**src/verilog/rcm_pkg.sv**
```systemverilog
/*
 * Constants, register map and types for the reclocker mode and pin control block.
 * Assumes one 10 MHz clock; all pins reach the block unsynchronised.
 */
// What this block does
// port-select low gives pin control, high gives serial-register control
// in pin control only the dedicated pins steer the device
// four dual pins: bypass/mute/clock-out select/return, else MOSI/SCK/SS/MISO; the MISO pin is left undriven in pin control
// rate pins stay rate selectors by default; register writes may make them GPIO
// entering register mode alone does not turn rate pins into GPIO
// rate pins reassigned as GPIO stay GPIO after return to pin control
// host should set long-trace boost bit for traces over 40 inches
// monitor-path select bit picks pre- or post-equalizer data, post by default
// signal-detect status reads in two status registers
// signal-detect threshold is a three-bit register field
// signal-detect status can be routed to the GPIO pins
// first output carries only reclocked or bypassed data
// second output carries reclocked data, recovered clock or bypassed data
// lock within 25 ms after new input or rate change
// lock within 1 ms after same-rate input switch
// writing 0xA3 to the tuning register cuts lock time under 15 ms
// register mode with external reference tells neighbouring HD and 3G rates apart
// registers invert output polarity and power down each driver
// registers set driver amplitude, common-mode offset and de-emphasis
// mode level switches dual pin functions without losing register contents
package rcm_pkg;
    localparam logic [6:0] ADDR_STATUS_PRI  = 7'h01;
    localparam logic [6:0] ADDR_STATUS_SEC  = 7'h03;
    localparam logic [6:0] ADDR_LOCK_TUNE   = 7'h0E;
    localparam logic [6:0] ADDR_OUT_EQ      = 7'h11;
    localparam logic [6:0] ADDR_OUT_CTRL    = 7'h12;
    localparam logic [6:0] ADDR_OUT_DEEMPH  = 7'h13;
    localparam logic [6:0] ADDR_MON_PATH    = 7'h14;
    localparam logic [6:0] ADDR_GPIO_CFG    = 7'h1F;
    localparam logic [6:0] ADDR_SIGDET_CFG  = 7'h20;

    localparam logic [7:0] RST_LOCK_TUNE    = 8'h00;
    localparam logic [7:0] RST_OUT_EQ       = 8'hC0;
    localparam logic [7:0] RST_OUT_CTRL     = 8'hF2;
    localparam logic [7:0] RST_OUT_DEEMPH   = 8'h00;
    localparam logic [7:0] RST_MON_PATH     = 8'h02;
    localparam logic [7:0] RST_GPIO_CFG     = 8'h00;
    localparam logic [7:0] RST_SIGDET_CFG   = 8'h00;
    localparam logic [7:0] FAST_LOCK_CODE   = 8'hA3;

    // field positions
    localparam int OEQ_INV     = 0;
    localparam int OEQ_BOOST   = 1;
    localparam int OEQ_PD_B    = 3;
    localparam int OEQ_PD_A    = 4;
    localparam int OEQ_VOS     = 6;
    localparam int OC_SCO      = 0;
    localparam int OC_MUTE_N   = 1;
    localparam int OC_BYPASS   = 2;
    localparam int OC_VOD_B    = 4;
    localparam int OC_VOD_A    = 6;
    localparam int DE_B        = 4;
    localparam int DE_A        = 6;
    localparam int MON_EQ_SEL  = 1;
    localparam int SD_THR      = 3;
    localparam int GC_EN_A     = 0;
    localparam int GC_EN_B     = 1;
    localparam int GC_OUT_A    = 2;
    localparam int GC_OUT_B    = 3;
    localparam int GC_SIGDET   = 4;
    localparam int GC_VAL_A    = 5;
    localparam int GC_VAL_B    = 6;
    localparam int SP_SIGDET   = 0;
    localparam int SP_RATE     = 1;
    localparam int SP_LOCK     = 4;
    localparam int SP_FRAC     = 5;
    localparam int SS_LATE     = 0;
    localparam int SS_GPIO_IN  = 1;
    localparam int SS_SIGDET   = 4;

    localparam logic [4:0] SPI_ADDR_BITS  = 5'd8;
    localparam logic [4:0] SPI_FRAME_BITS = 5'd16;

    // lock deadlines
    localparam int CLK_HZ        = 10_000_000;
    localparam int T_ASYNC_MS    = 25;
    localparam int T_FAST_MS     = 15;
    localparam int T_SYNC_MS     = 1;
    localparam int ASYNC_CYC     = T_ASYNC_MS * (CLK_HZ / 1000);
    localparam int FAST_CYC      = T_FAST_MS * (CLK_HZ / 1000);
    localparam int SYNC_CYC      = T_SYNC_MS * (CLK_HZ / 1000);

    typedef enum logic [1:0] {
        RCM_SRC_MUTED   = 2'b00,
        RCM_SRC_RECLK   = 2'b01,
        RCM_SRC_BYPASS  = 2'b10,
        RCM_SRC_CLOCK   = 2'b11
    } rcm_src_t;

    typedef enum logic [1:0] {
        RCM_LK_IDLE = 2'b00,
        RCM_LK_WAIT = 2'b01,
        RCM_LK_DONE = 2'b10
    } rcm_lk_t;
endpackage : rcm_pkg

```
**src/verilog/rcm_top.sv**
```systemverilog
/*
 * Mode select, dual-pin remap, serial register port, rate/GPIO pins,
 * output source selection and lock-time watch for the reclocker.
 * Assumes the analog core supplies lock, signal-detect and rate status;
 * all pin inputs are asynchronous and pass four flip-flops.
 */
module rcm_top
    import rcm_pkg::*;
#(
    parameter int ASYNC_LIMIT = ASYNC_CYC,
    parameter int FAST_LIMIT  = FAST_CYC,
    parameter int SYNC_LIMIT  = SYNC_CYC
) (
    input  wire logic       clk,              // 10 MHz
    input  wire logic       rst_n,            // sync reset
    input  wire logic       port_select,      // 0 pin mode, 1 register mode
    input  wire logic       pin_bypass_mosi,  // bypass / serial in
    input  wire logic       pin_mute_n_sck,   // mute_n / serial clock
    input  wire logic       pin_clksel_ss_n,  // clock_out_select / ss_n
    output logic            pin_miso_out,     // serial out level
    output logic            pin_miso_oe,      // serial out enable
    input  wire logic       rate_lo_in,       // rate_select_lo / general_io_a in
    output logic            rate_lo_out,      // general_io_a out
    output logic            rate_lo_oe,       // general_io_a enable
    input  wire logic       rate_hi_in,       // rate_select_hi / general_io_b in
    output logic            rate_hi_out,      // general_io_b out
    output logic            rate_hi_oe,       // general_io_b enable
    input  wire logic       core_lock,        // pll lock
    input  wire logic       core_sigdet,      // raw signal present
    input  wire logic [2:0] core_rate,        // locked rate class
    input  wire logic       core_rate_frac,   // 1/1.001 rate flag
    input  wire logic       ext_ref,          // external reference in use
    input  wire logic       input_switched,   // same-rate input change
    output logic [1:0]      rate_select,      // rate pins to pll
    output logic [1:0]      serial_out_a_src, // rcm_src_t
    output logic [1:0]      serial_out_b_src, // rcm_src_t
    output logic            monitor_path_eq_select, // 1 post-equalizer
    output logic            long_trace_eq_boost,    // extra eq boost
    output logic [2:0]      signal_detect_threshold,// detect level
    output logic            fast_lock,        // lock tuning active
    output logic            out_invert,       // driver polarity
    output logic            out_a_pd,         // driver a off
    output logic            out_b_pd,         // driver b off
    output logic [1:0]      out_vos,          // common-mode
    output logic [1:0]      out_a_vod,        // swing a
    output logic [1:0]      out_b_vod,        // swing b
    output logic [1:0]      out_a_deemph,     // de-emphasis a
    output logic [1:0]      out_b_deemph,     // de-emphasis b
    output logic            lock_late         // lock deadline missed
);
    // three-stage synchronisers, change accepted when stages 2 and 3 agree
    logic [8:0] s1_ff, s2_ff, s3_ff;
    logic [8:0] flt_ff;
    logic [8:0] raw;
    assign raw = {input_switched, core_sigdet, core_lock, rate_hi_in, rate_lo_in,
                  pin_clksel_ss_n, pin_mute_n_sck, pin_bypass_mosi, port_select};

    always_ff @(posedge clk) begin
        if (!rst_n) begin
            s1_ff  <= 9'h000;
            s2_ff  <= 9'h000;
            s3_ff  <= 9'h000;
            flt_ff <= 9'h000;
        end else begin
            s1_ff <= raw;
            s2_ff <= s1_ff;
            s3_ff <= s2_ff;
            for (int i = 0; i < 9; i++) begin
                if (s2_ff[i] == s3_ff[i])
                    flt_ff[i] <= s3_ff[i];
            end
        end
    end

    logic spi_mode, p_bypass, p_mute_n, p_clksel, p_rlo, p_rhi, c_lock, c_sig, c_sw;
    assign spi_mode = flt_ff[0];
    assign p_bypass = flt_ff[1];
    assign p_mute_n = flt_ff[2];
    assign p_clksel = flt_ff[3];
    assign p_rlo    = flt_ff[4];
    assign p_rhi    = flt_ff[5];
    assign c_lock   = flt_ff[6];
    assign c_sig    = flt_ff[7];
    assign c_sw     = flt_ff[8];

    // serial port on the dual pins, only in register mode
    logic sck_q_ff;
    logic sck_rise, sck_fall, ss_act;
    assign ss_act   = spi_mode && !p_clksel;
    assign sck_rise = ss_act && p_mute_n && !sck_q_ff;
    assign sck_fall = ss_act && !p_mute_n && sck_q_ff;

    always_ff @(posedge clk) begin
        if (!rst_n) begin
            sck_q_ff <= 1'b0;
        end else begin
            sck_q_ff <= p_mute_n;
        end
    end

    logic [4:0]  bits_ff;
    logic [15:0] shin_ff;
    logic [7:0]  shout_ff;
    logic        wr_stb;
    logic [15:0] nxt_shin;
    assign nxt_shin = {shin_ff[14:0], p_bypass};
    assign wr_stb   = sck_rise && (bits_ff == SPI_FRAME_BITS - 5'd1) && !shin_ff[14];

    logic [7:0] lock_tune_ff, out_eq_ff, out_ctrl_ff, deemph_ff, mon_ff, gpio_cfg_ff, sd_cfg_ff;
    logic [7:0] rd_data;

    function automatic logic [7:0] reg_read(input logic [6:0] a);
        logic [7:0] d;
        d = 8'h00;
        unique case (a)
            ADDR_STATUS_PRI: begin
                d[SP_SIGDET]          = c_sig;
                d[SP_RATE +: 3]       = core_rate;
                d[SP_LOCK]            = c_lock;
                d[SP_FRAC]            = core_rate_frac && ext_ref;
            end
            ADDR_STATUS_SEC: begin
                d[SS_LATE]            = lock_late;
                d[SS_GPIO_IN +: 2]    = {p_rhi, p_rlo};
                d[SS_SIGDET]          = c_sig;
            end
            ADDR_LOCK_TUNE:  d = lock_tune_ff;
            ADDR_OUT_EQ:     d = out_eq_ff;
            ADDR_OUT_CTRL:   d = out_ctrl_ff;
            ADDR_OUT_DEEMPH: d = deemph_ff;
            ADDR_MON_PATH:   d = mon_ff;
            ADDR_GPIO_CFG:   d = gpio_cfg_ff;
            ADDR_SIGDET_CFG: d = sd_cfg_ff;
            default:         d = 8'h00;
        endcase
        return d;
    endfunction : reg_read

    always_comb rd_data = reg_read(shin_ff[6:0]);

    always_ff @(posedge clk) begin
        if (!rst_n) begin
            bits_ff  <= 5'd0;
            shin_ff  <= 16'h0000;
            shout_ff <= 8'h00;
        end else if (!ss_act) begin
            bits_ff <= 5'd0;
        end else begin
            if (sck_rise && bits_ff != SPI_FRAME_BITS) begin
                shin_ff <= nxt_shin;
                bits_ff <= bits_ff + 5'd1;
            end
            if (sck_fall) begin
                if (bits_ff == SPI_ADDR_BITS)
                    shout_ff <= rd_data;
                else
                    shout_ff <= {shout_ff[6:0], 1'b0};
            end
        end
    end

    always_ff @(posedge clk) begin
        if (!rst_n) begin
            pin_miso_out <= 1'b0;
            pin_miso_oe  <= 1'b0;
        end else begin
            pin_miso_oe  <= ss_act;
            pin_miso_out <= ss_act && (bits_ff >= SPI_ADDR_BITS) && shout_ff[7];
        end
    end

    // register file keeps contents across mode changes
    always_ff @(posedge clk) begin
        if (!rst_n) begin
            lock_tune_ff <= RST_LOCK_TUNE;
            out_eq_ff    <= RST_OUT_EQ;
            out_ctrl_ff  <= RST_OUT_CTRL;
            deemph_ff    <= RST_OUT_DEEMPH;
            mon_ff       <= RST_MON_PATH;
            gpio_cfg_ff  <= RST_GPIO_CFG;
            sd_cfg_ff    <= RST_SIGDET_CFG;
        end else if (wr_stb) begin
            unique case (nxt_shin[14:8])              // whole frame only in nxt_shin
                ADDR_LOCK_TUNE:  lock_tune_ff <= nxt_shin[7:0];
                ADDR_OUT_EQ:     out_eq_ff    <= nxt_shin[7:0];
                ADDR_OUT_CTRL:   out_ctrl_ff  <= nxt_shin[7:0];
                ADDR_OUT_DEEMPH: deemph_ff    <= nxt_shin[7:0];
                ADDR_MON_PATH:   mon_ff       <= nxt_shin[7:0];
                ADDR_GPIO_CFG:   gpio_cfg_ff  <= nxt_shin[7:0];
                ADDR_SIGDET_CFG: sd_cfg_ff    <= nxt_shin[7:0];
                default:         ;
            endcase
        end
    end

    // rate pins / gpio: gpio config is never cleared by pin mode
    logic gpa, gpb;
    assign gpa = gpio_cfg_ff[GC_EN_A];
    assign gpb = gpio_cfg_ff[GC_EN_B];

    always_ff @(posedge clk) begin
        if (!rst_n) begin
            rate_select <= 2'b00;
            rate_lo_out <= 1'b0;
            rate_lo_oe  <= 1'b0;
            rate_hi_out <= 1'b0;
            rate_hi_oe  <= 1'b0;
        end else begin
            rate_select <= {gpb ? 1'b0 : p_rhi, gpa ? 1'b0 : p_rlo};
            rate_lo_oe  <= gpa && gpio_cfg_ff[GC_OUT_A];
            rate_hi_oe  <= gpb && gpio_cfg_ff[GC_OUT_B];
            rate_lo_out <= gpio_cfg_ff[GC_SIGDET] ? c_sig : gpio_cfg_ff[GC_VAL_A];
            rate_hi_out <= gpio_cfg_ff[GC_SIGDET] ? c_sig : gpio_cfg_ff[GC_VAL_B];
        end
    end

    // effective controls: pins in pin mode, registers in register mode
    logic e_bypass, e_mute_n, e_clksel;
    assign e_bypass = spi_mode ? out_ctrl_ff[OC_BYPASS] : p_bypass;
    assign e_mute_n = spi_mode ? out_ctrl_ff[OC_MUTE_N] : p_mute_n;
    assign e_clksel = spi_mode ? out_ctrl_ff[OC_SCO]    : p_clksel;

    function automatic rcm_src_t pick_src(input logic b_side, input logic mute_n,
                                          input logic byp, input logic csel, input logic lk);
        rcm_src_t s;
        if (!mute_n)
            s = RCM_SRC_MUTED;
        else if (byp || !lk)
            s = (b_side && csel) ? RCM_SRC_MUTED : RCM_SRC_BYPASS;
        else if (b_side && csel)
            s = RCM_SRC_CLOCK;
        else
            s = RCM_SRC_RECLK;
        return s;
    endfunction : pick_src

    always_ff @(posedge clk) begin
        if (!rst_n) begin
            serial_out_a_src <= RCM_SRC_MUTED;
            serial_out_b_src <= RCM_SRC_MUTED;
        end else begin
            serial_out_a_src <= pick_src(1'b0, e_mute_n, e_bypass, e_clksel, c_lock);
            serial_out_b_src <= pick_src(1'b1, e_mute_n, e_bypass, e_clksel, c_lock);
        end
    end

    // register-only options fall back to defaults in pin mode
    always_ff @(posedge clk) begin
        if (!rst_n) begin
            monitor_path_eq_select  <= RST_MON_PATH[MON_EQ_SEL];
            long_trace_eq_boost     <= RST_OUT_EQ[OEQ_BOOST];
            signal_detect_threshold <= RST_SIGDET_CFG[SD_THR +: 3];
            fast_lock               <= 1'b0;
            out_invert              <= RST_OUT_EQ[OEQ_INV];
            out_a_pd                <= RST_OUT_EQ[OEQ_PD_A];
            out_b_pd                <= RST_OUT_EQ[OEQ_PD_B];
            out_vos                 <= RST_OUT_EQ[OEQ_VOS +: 2];
            out_a_vod               <= RST_OUT_CTRL[OC_VOD_A +: 2];
            out_b_vod               <= RST_OUT_CTRL[OC_VOD_B +: 2];
            out_a_deemph            <= RST_OUT_DEEMPH[DE_A +: 2];
            out_b_deemph            <= RST_OUT_DEEMPH[DE_B +: 2];
        end else begin
            monitor_path_eq_select  <= spi_mode ? mon_ff[MON_EQ_SEL] : RST_MON_PATH[MON_EQ_SEL];
            long_trace_eq_boost     <= spi_mode && out_eq_ff[OEQ_BOOST];
            signal_detect_threshold <= spi_mode ? sd_cfg_ff[SD_THR +: 3] : RST_SIGDET_CFG[SD_THR +: 3];
            fast_lock               <= spi_mode && (lock_tune_ff == FAST_LOCK_CODE);
            out_invert              <= spi_mode && out_eq_ff[OEQ_INV];
            out_a_pd                <= spi_mode && out_eq_ff[OEQ_PD_A];
            out_b_pd                <= spi_mode && out_eq_ff[OEQ_PD_B];
            out_vos                 <= spi_mode ? out_eq_ff[OEQ_VOS +: 2] : RST_OUT_EQ[OEQ_VOS +: 2];
            out_a_vod               <= spi_mode ? out_ctrl_ff[OC_VOD_A +: 2] : RST_OUT_CTRL[OC_VOD_A +: 2];
            out_b_vod               <= spi_mode ? out_ctrl_ff[OC_VOD_B +: 2] : RST_OUT_CTRL[OC_VOD_B +: 2];
            out_a_deemph            <= spi_mode ? deemph_ff[DE_A +: 2] : RST_OUT_DEEMPH[DE_A +: 2];
            out_b_deemph            <= spi_mode ? deemph_ff[DE_B +: 2] : RST_OUT_DEEMPH[DE_B +: 2];
        end
    end

    // lock deadline watch
    rcm_lk_t     lk_ff;
    logic [24:0] lk_cnt_ff;
    logic [24:0] lk_lim_ff;
    logic        sig_q_ff;
    logic [2:0]  rate_q_ff;
    logic        new_in;
    assign new_in = (c_sig && !sig_q_ff) || (core_rate != rate_q_ff);

    always_ff @(posedge clk) begin
        if (!rst_n) begin
            lk_ff     <= RCM_LK_IDLE;
            lk_cnt_ff <= 25'd0;
            lk_lim_ff <= 25'd0;
            sig_q_ff  <= 1'b0;
            rate_q_ff <= 3'b000;
            lock_late <= 1'b0;
        end else begin
            sig_q_ff  <= c_sig;
            rate_q_ff <= core_rate;
            if (new_in) begin
                lk_ff     <= RCM_LK_WAIT;
                lk_cnt_ff <= 25'd0;
                lk_lim_ff <= fast_lock ? 25'(FAST_LIMIT) : 25'(ASYNC_LIMIT);
            end else if (c_sw) begin
                lk_ff     <= RCM_LK_WAIT;
                lk_cnt_ff <= 25'd0;
                lk_lim_ff <= 25'(SYNC_LIMIT);
            end else begin
                unique case (lk_ff)
                    RCM_LK_IDLE: ;
                    RCM_LK_WAIT: begin
                        if (c_lock) begin
                            lk_ff <= RCM_LK_DONE;
                        end else if (lk_cnt_ff >= lk_lim_ff) begin
                            lk_ff     <= RCM_LK_DONE;
                            lock_late <= 1'b1;
                        end else begin
                            lk_cnt_ff <= lk_cnt_ff + 25'd1;
                        end
                    end
                    RCM_LK_DONE: ;
                    default: lk_ff <= RCM_LK_IDLE;
                endcase
            end
            if (c_lock)
                lock_late <= 1'b0;
        end
    end
endmodule : rcm_top
```
**config.mk**
```make
export PLATFORM = sky130hd
export DESIGN_NAME = rcm_top
export DESIGN_NICKNAME = d
export VERILOG_FILES = /design/src/verilog/rcm_pkg.sv /design/src/verilog/rcm_top.sv
export SDC_FILE = /design/constraint.sdc
export NUM_CORES = 1
export LEC_CHECK = 0
export BUFFER_PORTS_ARGS = -buffer_cell sky130_fd_sc_hd__buf_2
export CORE_UTILIZATION = 40
export CTS_BUF_LIST = sky130_fd_sc_hd__clkbuf_4
export CTS_CLUSTER_DIAMETER = 50
export DETAILED_ROUTE_END_ITERATION = 10
export GPL_ROUTABILITY_DRIVEN = 0
export PLACE_DENSITY = 0.56
export SKIP_CTS_REPAIR_TIMING = 1
export SLEW_MARGIN = 20
export SYNTH_ARGS = -nofsm -noshare
export SYNTH_HDL_FRONTEND = slang
export SYNTH_SLANG_ARGS = --single-unit
```
**constraint.sdc**
```tcl
create_clock -name clk -period 3.08 [get_ports clk]
set_input_delay 0.308 -clock clk [delete_from_list [all_inputs] [get_ports clk]]
set_output_delay 0.308 -clock clk [all_outputs]
set_load 0.03 [all_outputs]
```
# After elaboration in Yosys (flattened, before gate mapping)

Index checks and enable logic that the tools add are counted.

Register bits: 209
Output and inout bits: 32

Add/subtract/negate cells: 2
Magnitude comparators: 2
Eq/ne operators: 35
Mux-type cells: 23
Bitwise operators: 6
Reductions and logical operators: 50

Operators by type and width:

| kind                    | number |
|---|---|
| $eq A7 B5 Y1 const B    | 10 |
| $mux W25                | 2 |
| $reduce_and A2 Y1       | 14 |
| $pmux W3 S9             | 1 |
| $add A25 B1 Y25 const B | 1 |
| $ge A25 B25 Y1          | 1 |
| $logic_and A1 B1 Y1     | 19 |
| $mux W17                | 1 |
| $pmux W1 S8             | 2 |
| $eq A7 B4 Y1 const B    | 2 |
| $eq A7 B6 Y1 const B    | 2 |
| $pmux W2 S7             | 1 |
| $mux W2                 | 6 |
| $eq A5 B4 Y1 const B    | 2 |
| $ne A5 B5 Y1 const B    | 2 |
| $eq A1 B1 Y1            | 9 |
| $pmux W1 S9             | 1 |
| $eq A8 B8 Y1 const B    | 1 |
| $mux W8                 | 1 |
| $reduce_or A2 Y1        | 4 |
| $eq A7 B1 Y1 const B    | 1 |
| $eq A7 B2 Y1 const B    | 1 |
| $mux W1                 | 7 |
| $logic_not A1 Y1        | 6 |
| other kinds (15)        | 21 |

# Logic depth before layout (Yosys ltp)

Gate-level depths: netlist of the first run.

Word-level depth: 7
Depth in mapped cells: 10
Depth with buffers taken out: 8

# Least setup slack after synthesis of the first run

No wires, ideal clock.

Path kind: register to register
Start point: reg lk_lim_ff[16]
End point: reg lk_cnt_ff[18]
Setup time: 70 ps
Arrival: 2079 ps
Slack: 930 ps
Cell stages (with the launch flop): 9
Buffers on the path: 0
Cell sequence: dfxtp_1 -> inv_1 -> ha_1 -> a21oi_1 -> o21ai_0 -> a311oi_2 -> nand4b_2 -> or4_1 -> a21oi_1

Longest elaborated chain between the ends: 3

Ends and longest elaborated chain:

| what                               | RTL line       | text |
|---|---|---|
| start: declaration                 | rcm_top.sv:281 | `logic [24:0] lk_lim_ff;` |
| start signal: assignment           | rcm_top.sv:301 | `lk_lim_ff <= fast_lock ? 25'(FAST_LIMIT) : 25'(ASYNC_LIMIT);` |
| start signal: assignment           | rcm_top.sv:305 | `lk_lim_ff <= 25'(SYNC_LIMIT);` |
| $ge A25 B25 Y1                     | rcm_top.sv:312 | `end else if (lk_cnt_ff >= lk_lim_ff) begin` |
| $not A1 Y1 (no source line)        | --             |  |
| $reduce_and A3 Y1 (no source line) | --             |  |
| end signal: assignment             | rcm_top.sv:316 | `lk_cnt_ff <= lk_cnt_ff + 25'd1;` |
| end: declaration                   | rcm_top.sv:280 | `logic [24:0] lk_cnt_ff;` |

No other way between the ends.
A chain may end at the register's enable or synchronous reset.

# Worst setup path after layout of the first run

Start point: reg lk_cnt_ff[14]
End point: reg lk_cnt_ff[9]

Longest elaborated chain between the ends: 3

Ends and longest elaborated chain:

| what                               | RTL line |
|---|---|
| $ge A25 B25 Y1                     | rcm_top.sv:312 |
| $not A1 Y1 (no source line)        | -- |
| $reduce_and A3 Y1 (no source line) | -- |

No other way between the ends.

==> results of run 1 <==
## cell type report
cell class / instances / area, um^2
clock buffers: 19 / 143
repair buffers: 79 / 508
fillers: 1937 / 10600
inverters: 20 / 75.1
flip-flops and latches: 189 / 3780
clock inverters: 13 / 166
diodes: 1 / 2.50
well taps: 265 / 332
multi-input cells: 554 / 3930
## metal layers
metal / global-route usage / up-vias
met4: 0.0733 / 0
li1: - / 2978
met5: 0 / -
met3: 0.0387 / 28
met1: 0.265 / 2879
met2: 0.298 / 135
## power by group
part / switching [mW] / internal (mW) / leakage, nW
clock: 0.862 / 0.587 / 0.161
combinational: 0.0733 / 0.0626 / 1.68
sequential: 0.00852 / 2.47 / 1.53
## placed cells by master (no fill, tap or decap), drive strengths merged, types with 12 or more instances in the layout
| master | instances |
|---|---|
| a21boi | 13 |
| a21oi | 31 |
| and2 | 37 |
| and3 | 26 |
| buf | 67 |
| clkbuf | 19 |
| dfxtp | 189 |
| dlygate4sd3 | 12 |
| ha | 19 |
| inv | 22 |
| mux2i | 87 |
| nand2 | 49 |
| nor2 | 28 |
| nor2b | 69 |
| o21ai | 39 |
| or3 | 12 |
## how the worst max path moves through the flow
stage	cells past startpoint	end
2_1_floorplan	8	lk_cnt_ff[18]
3_3_place_gp	6	shout_ff[2]
3_5_place_dp	8	lk_cnt_ff[9]
4_1_cts	7	lk_cnt_ff[9]
5_1_grt	7	lk_cnt_ff[9]
6_report	7	lk_cnt_ff[9]
## worst max-delay path, cell delays in order, from the launching register on
cell and delay [ns]:
dfxtp_1 0.45, ha_1 0.28, a211oi_1 0.23, nor2_1 0.09
o31ai_2 0.32, nand3_1 0.31, or4_1 0.57, a21oi_1 0.17
## state kept, by name, summed over array words and instances (netlist names), 8 cells and up
name / flops
shin_ff: 15
s1_ff: 9
out_ctrl_ff: 8
gpio_cfg_ff: 8
flt_ff: 9
out_eq_ff: 8
lk_cnt_ff: 25
s3_ff: 9
shout_ff: 8
mon_ff: 8
s2_ff: 9
lock_tune_ff: 8
sd_cfg_ff: 8
deemph_ff: 8
## stage by stage
step | power (mW) | util | instances | instance area (um^2)
2_1_floorplan | 2.62 | - | 814 | 7990
3_3_place_gp | 2.65 | 0.436 | 1095 | 8500
3_5_place_dp | 2.65 | 0.436 | 1095 | 8500
4_1_cts | 4.09 | 0.451 | 1127 | 8810
5_1_grt | 4.23 | 0.458 | 1140 | 8940
6_report | 4.06 | 0.458 | 1140 | 8940
## cell families (layout without fill, tap and decap cells)
family,count (synthesis),in the layout,share of synthesized area
multiplexers,88,88,0.110
AO/OA/AOI/OAI,137,137,0.115
flip-flops,189,189,0.473
AND/OR/NAND/NOR,302,302,0.227
other,0,1,0
XOR/XNOR,8,8,0.00877
adder cells (fa/ha/maj),19,19,0.0297
buffers and inverters,71,131,0.0352
==> results.cfg, run 1 <==
[placement]
dp_slack_ns = 0.628
port_buffers = 47
post-dp-hpwl_mm = 13.3

[timing]
hold_ws_ns = 0.146
worst_pin_slew_ns = 0.861
final.setup_skew_ns = 0.0298
slew_violations = 0
finalSetupTns_ns = 0
fin_crit_ns = 2.50
fmax_mhz = 400
setup_viol = 0
grt_setup_unrepaired = false
hold_viol = 0
slew_headroom = 0.425
setup_ws_ns = 0.582
period_share = 0.811

[route]
dr.pass1.iters = 5
m1WireLength_mm = 9.29
drtAntennaViolNets = 0
wl_met3_um = 771
initialDrtViolationCount = 302
top_layer = met4
route.detailed.drc = 0
vias = 6020
wire_per_inst_um = 16.4
met2_length_mm = 8.37
avgViaCountPerCell = 5.28
wl_mm = 18.7

[global_route]
overflow = 0
grt_use_total = 0.193
antenna_found_initial = 1
grt_first_pass_wirelength_mm = 30.6
grt_pass1_vias = 5802
grt_max_degree = 59

[critical_path]
end_kind = register
worstPathArrival_ns = 3.02
ff2ff_setup_slack_ns = 0.58
crit_start = lk_cnt_ff[14]
cp_max_fo = 8
reg2regPathDepth = 7
cp.required_ns = 3.60
worstReg2RegStart = lk_cnt_ff[14]
critical_path_class = register to register
rr_endpoint = lk_cnt_ff[9]
start_kind = register

[cts]
cts_tree = yes
clockBufferDepth = 2
h-tree-depth = 4
clock_sinks = 189
cts_buffers = 17
clk_pin_slew_ns = 0.17
cts_root_buf = clkbuf_4
clk_latency_ns = 0.59

[min_path]
hold_path_depth = 2
hold_end = lk_lim_ff[13]
min_path_type = input pin to register
min_from = rst_n

[floorplanning]
num_rows = 51
die_h_um = 143
coreArea_um2 = 19500
dieArea_um2 = 20500
io-pin-count = 48
dieWidth_um = 143
initial_core_util = 0.409

[synth]
ys_ff_latch = 189
synth_top_area_cell = dfxtp_1
synthTopCellsByArea = dfxtp_1 (47%), mux2i_1 (11%), nor2b_1 (5.4%)
syn_inst = 814
avgSynthCellArea_um2 = 9.82
ys.flop_type = dfxtp_1
yosysMostFrequentCell = dfxtp_1
synthArstFlopShare = 0
syn_nets = 849
netlist_area_um2 = 7990
yosys.cell_types.count = 76
synth_top_area_share = 0.473
netlist_top_cells_count = dfxtp_1 (189), mux2i_1 (87), nor2b_1 (69)
synth_edf_count = 0
ys_seq_area_frac = 0.473
yosysWarnings = 0

[job]
maxCapViolations = 0

[final_layout]
syn_to_final_growth_pct = 11.8
nNetsFinal = 896
drive_gt1_frac = 0.140

[status]
outcome = completed

[power_and_ir_drop]
cellPowerDensity_nw_per_um2 = 454
ir_worst_vdd_uv = 210
p_leak_nw = 3.37
(Power assumes the default switching activity.)
==> run 2: changes to the inputs <==
PLACE_DENSITY = 0.58   (was 0.56)
clock period = 2.1 ns   (was 3.08 ns; I/O delays follow)
==> run 2 against run 1 <==
Net effect:
- the run now ends with negative setup slack left
- critical path depth grew 2
- sequential cell count is the same
- die area is the same
- clock skew shrank 0.00057 ns
- clock power grew 27%
- routed wire length grew 0.44%
- count of clock-buffer cells in the layout shrank 2
- combinational power grew 81%
- sequential power grew 46%
- highest routed layer unchanged
==> results.cfg, run 2 (synthesis gave the netlist of run 1 again) <==
[final_layout]
utilization = 0.495
fillers = 1880
reg_top3 = lk_cnt_ff (25), shin_ff (15)
syn_to_final_growth_pct = 21.0
design_area_um2 = 9670
multi_input_area_um2 = 4140
largest_register_ffs = 25
nNetsFinal = 957
final_cell_mix = dfxtp_1 (177), mux2i_1 (86), buf_4 (70)
layout.cells.non_filler = 1202
largest-register = lk_cnt_ff
final_common_cell = dfxtp_1
seq_area_um2 = 3800
drive_gt1_frac = 0.239

[floorplanning]
dieWidth_um = 143
initial_core_util = 0.409
coreArea_um2 = 19500
num_rows = 51
io-pin-count = 48
dieArea_um2 = 20500
die_h_um = 143

[cts]
h-tree-depth = 4
clockBufferDepth = 2
clk_latency_ns = 0.57
clock_sinks = 189
clk_pin_slew_ns = 0.17
cts_root_buf = clkbuf_4
cts_tree = yes
cts_buffers = 17

[timing]
period_share = 1.06
hold_ws_ns = 0.144
hold_viol = 0
setup_ws_ns = -0.136
fin_crit_ns = 2.24
final.setup_skew_ns = 0.0292
finalSetupTns_ns = -1.30
setup_viol = 18
slew_violations = 0
fmax_mhz = 447
grt_setup_unrepaired = true
worst_pin_slew_ns = 0.709
slew_headroom = 0.523

[critical_path]
crit_end = lk_cnt_ff[8]
crit_start = lk_lim_ff[13]
reg2regPathDepth = 9
critical_path_class = register to register
start_kind = register
rr_endpoint = lk_cnt_ff[8]
worstPathArrival_ns = 2.75
end_kind = register
ff2ff_setup_slack_ns = -0.14
worstReg2RegStart = lk_lim_ff[13]
cp_max_fo = 5
cp.required_ns = 2.61

[power_and_ir_drop]
ir_worst_vdd_uv = 274
finalPower_mw = 5.72
cellPowerDensity_nw_per_um2 = 592
p_leak_nw = 3.71

[placement]
placed_area_um2 = 9000
dp.cells = 1150
post-dp-hpwl_mm = 12.9
dp_slack_ns = -0.181
port_buffers = 47

[route]
route.detailed.drc = 0
wire_per_inst_um = 15.7
vias = 6092
initialDrtViolationCount = 470
wl_mm = 18.8
dr.pass1.iters = 5
avgViaCountPerCell = 5.07
drtAntennaViolNets = 0

[global_route]
antenna_found_initial = 1
grt_use_total = 0.190
overflow = 0
grt_max_degree = 154
grt_pass1_vias = 5567
grt_first_pass_wirelength_mm = 29.8

[status]
failed_checks = negative setup slack
outcome = finished with violations

[min_path]
min_path_type = input pin to register

[job]
maxCapViolations = 0
-- run 2: worst min path at each step --
stage	startpoint	to	cells after the start
3_3_place_gp	s1_ff[2]	s2_ff[2]	1
6_report	rst_n	out_eq_ff[7]	3
3_5_place_dp	s1_ff[4]	s2_ff[4]	1
4_1_cts	pin_clksel_ss_n	s1_ff[3]	2
5_1_grt	rst_n	out_ctrl_ff[7]	3
2_1_floorplan	core_rate[0]	rate_q_ff[0]	1
-- run 2: where the power goes --
part | internal (mW) | switching, mW
registers | 3.62 | 0.0137
clock network | 0.510 | 1.33
logic | 0.120 | 0.126
total | 4.25 | 1.47
-- run 2: routing by layer --
layer	track usage	routed length [um]	vias to the layer above
li1	-	-	3106
met1	0.275	9670	2868
met2	0.284	8300	108
met3	0.0373	699	10
met4	0.0538	161	0
met5	0	0	-
-- run 2: final cells by class --
cell class              instances  area share
inverters                      20     0.00802
clock buffers                  17      0.0132
multi-input cells             554       0.428
flip-flops and latches        189       0.393
repair buffers                140       0.110
clock inverters                15      0.0133
well taps                     265      0.0343
diodes                          2    0.000518
-- run 2: worst max-delay path, stage by stage (launching register included) --
cell and delay [ns]:
dfxtp_2 0.36, inv_2 0.06, ha_1 0.30, nand4_1 0.15, nor4_2 0.08, o31ai_2 0.26
nand4_1 0.25, buf_6 0.20, or4_4 0.41, a21oi_2 0.12
==> run 3: changes to the inputs <==
CTS_BUF_LIST = sky130_fd_sc_hd__clkbuf_8   (was sky130_fd_sc_hd__clkbuf_4)
==> run 3 against run 2 <==
Net effect:
- the run still ends with negative setup slack left
- core utilization grew 0.78 points
- global-route usage rose by 0.13 points
- count of clock-buffer cells in the layout is 1 higher
- register-to-register slack worse by 0.07 ns
- worst hold slack lost 0.12 ns
- non-clock buffer count up 1
- cell count unchanged
- combinational power increased by 5%
- highest routed layer unchanged
==> results.cfg, run 3 (synthesis gave the netlist of run 1 again) <==
[route]
wire_per_inst_um = 15.8
drtAntennaViolNets = 0
route.detailed.drc = 0
initialDrtViolationCount = 426
avgViaCountPerCell = 5.09
vias = 6121
dr.pass1.iters = 7
wl_mm = 19.0

[critical_path]
worstPathArrival_ns = 2.72
rr_endpoint = lk_cnt_ff[11]
cp_max_fo = 4
worstReg2RegStart = lk_lim_ff[13]
critical_path_class = register to register
crit_end = lk_cnt_ff[11]
end_kind = register
start_kind = register
ff2ff_setup_slack_ns = -0.21
cp.required_ns = 2.51
crit_start = lk_lim_ff[13]
reg2regPathDepth = 10

[cts]
h-tree-depth = 4
cts_tree = yes
clk_latency_ns = 0.47
clock_sinks = 189
clockBufferDepth = 2
cts_root_buf = clkbuf_8
clk_pin_slew_ns = 0.10
cts_buffers = 17

[timing]
hold_viol = 0
final.setup_skew_ns = 0.0141
fmax_mhz = 433
setup_viol = 19
slew_violations = 0
period_share = 1.10
setup_ws_ns = -0.210
worst_pin_slew_ns = 0.706
fin_crit_ns = 2.31
slew_headroom = 0.526
grt_setup_unrepaired = true

[status]
outcome = finished with violations
failed_checks = negative setup slack

[final_layout]
final_common_cell = dfxtp_1
largest_register_ffs = 25
nNetsFinal = 958
final_cell_mix = dfxtp_1 (178), mux2i_1 (86), buf_4 (71)
drive_gt1_frac = 0.248
reg_top3 = lk_cnt_ff (25), shin_ff (15)
largest-register = lk_cnt_ff
syn_to_final_growth_pct = 22.9
utilization = 0.503

[floorplanning]
io-pin-count = 48
num_rows = 51
coreArea_um2 = 19500
initial_core_util = 0.409
dieArea_um2 = 20500
dieWidth_um = 143
die_h_um = 143

[power_and_ir_drop]
cellPowerDensity_nw_per_um2 = 629
p_leak_nw = 3.78
ir_worst_vdd_uv = 382

[global_route]
grt_pass1_vias = 5543
grt_max_degree = 154
antenna_found_initial = 0
grt_first_pass_wirelength_mm = 30.0
grt_use_total = 0.191
overflow = 0

[min_path]
min_path_type = input pin to register

[placement]
post-dp-hpwl_mm = 12.9
dp_slack_ns = -0.181
port_buffers = 47

[job]
maxCapViolations = 0
==> run 3: cell types whose count changed in the layout (fill, tap and decap cells not counted), sizes merged <==
| cell | change |
|---|---|
| dlygate4sd3 | -2 |
| clkinv | -1 |
| diode | -1 |
| clkbuf | +1 |
| buf | +3 |
==> run 3: layout make-up <==
type | count | area, um^2
fillers | 1857 | 9700
multi-input cells | 554 | 4160
flip-flops and latches | 189 | 3800
repair buffers | 141 | 1080
well taps | 265 | 332
clock buffers | 18 | 248
clock inverters | 14 | 125
inverters | 20 | 77.6
diodes | 1 | 2.50
==> run 3: power breakdown <==
group	total (mW)	leakage [nW]	internal [mW]	switching [mW]
Clock	2.29	0.189	0.894	1.40
Combinational	0.258	2.06	0.127	0.130
Sequential	3.63	1.53	3.61	0.0138
==> run 3: through the flow <==
step / power, mW / hold slack (ns) / area (um^2) / std cells / setup TNS [ns]
after floorplan: 3.84 / 0.332 / 7990 / 814 / -0.0468
after CTS: 6.21 / -0.104 / 9380 / 1182 / -2.52
final: 6.18 / 0.0193 / 9820 / 1202 / -1.82
after detailed placement: 3.91 / 0.417 / 9000 / 1150 / -1.98
after global routing: 6.43 / 0.0182 / 9820 / 1201 / -3.92
after global placement: 3.91 / 0.414 / 9000 / 1150 / -0.667
==> run 3: worst max-delay path, stage by stage, from the launching register on <==
cell	delay [ns]
dfxtp_2	0.35
inv_2	0.06
ha_1	0.30
nand4_1	0.15
nor4_2	0.08
o31ai_2	0.27
nand4_1	0.21
buf_4	0.19
buf_2	0.14
or3_4	0.37
a21oi_2	0.14
==> run 3: how the worst min path moves through the flow <==
stage	slack [ns]	end	cells after the start	from
finish	0.02	rate_q_ff[1]	2	core_rate[1]
global route	0.02	rate_q_ff[1]	2	core_rate[1]
CTS	-0.10	s1_ff[3]	2	pin_clksel_ss_n
detailed placement	0.42	s2_ff[4]	1	s1_ff[4]
global placement	0.41	s2_ff[2]	1	s1_ff[2]
floorplan	0.33	rate_q_ff[0]	1	core_rate[0]
==> run 3: layer usage <==
layer,vias to the layer above,share of wire,track usage
met5,-,0,0
met1,2888,0.51,0.277
met4,0,0.010,0.0554
li1,3103,-,-
met2,117,0.45,0.284
met3,13,0.036,0.0393
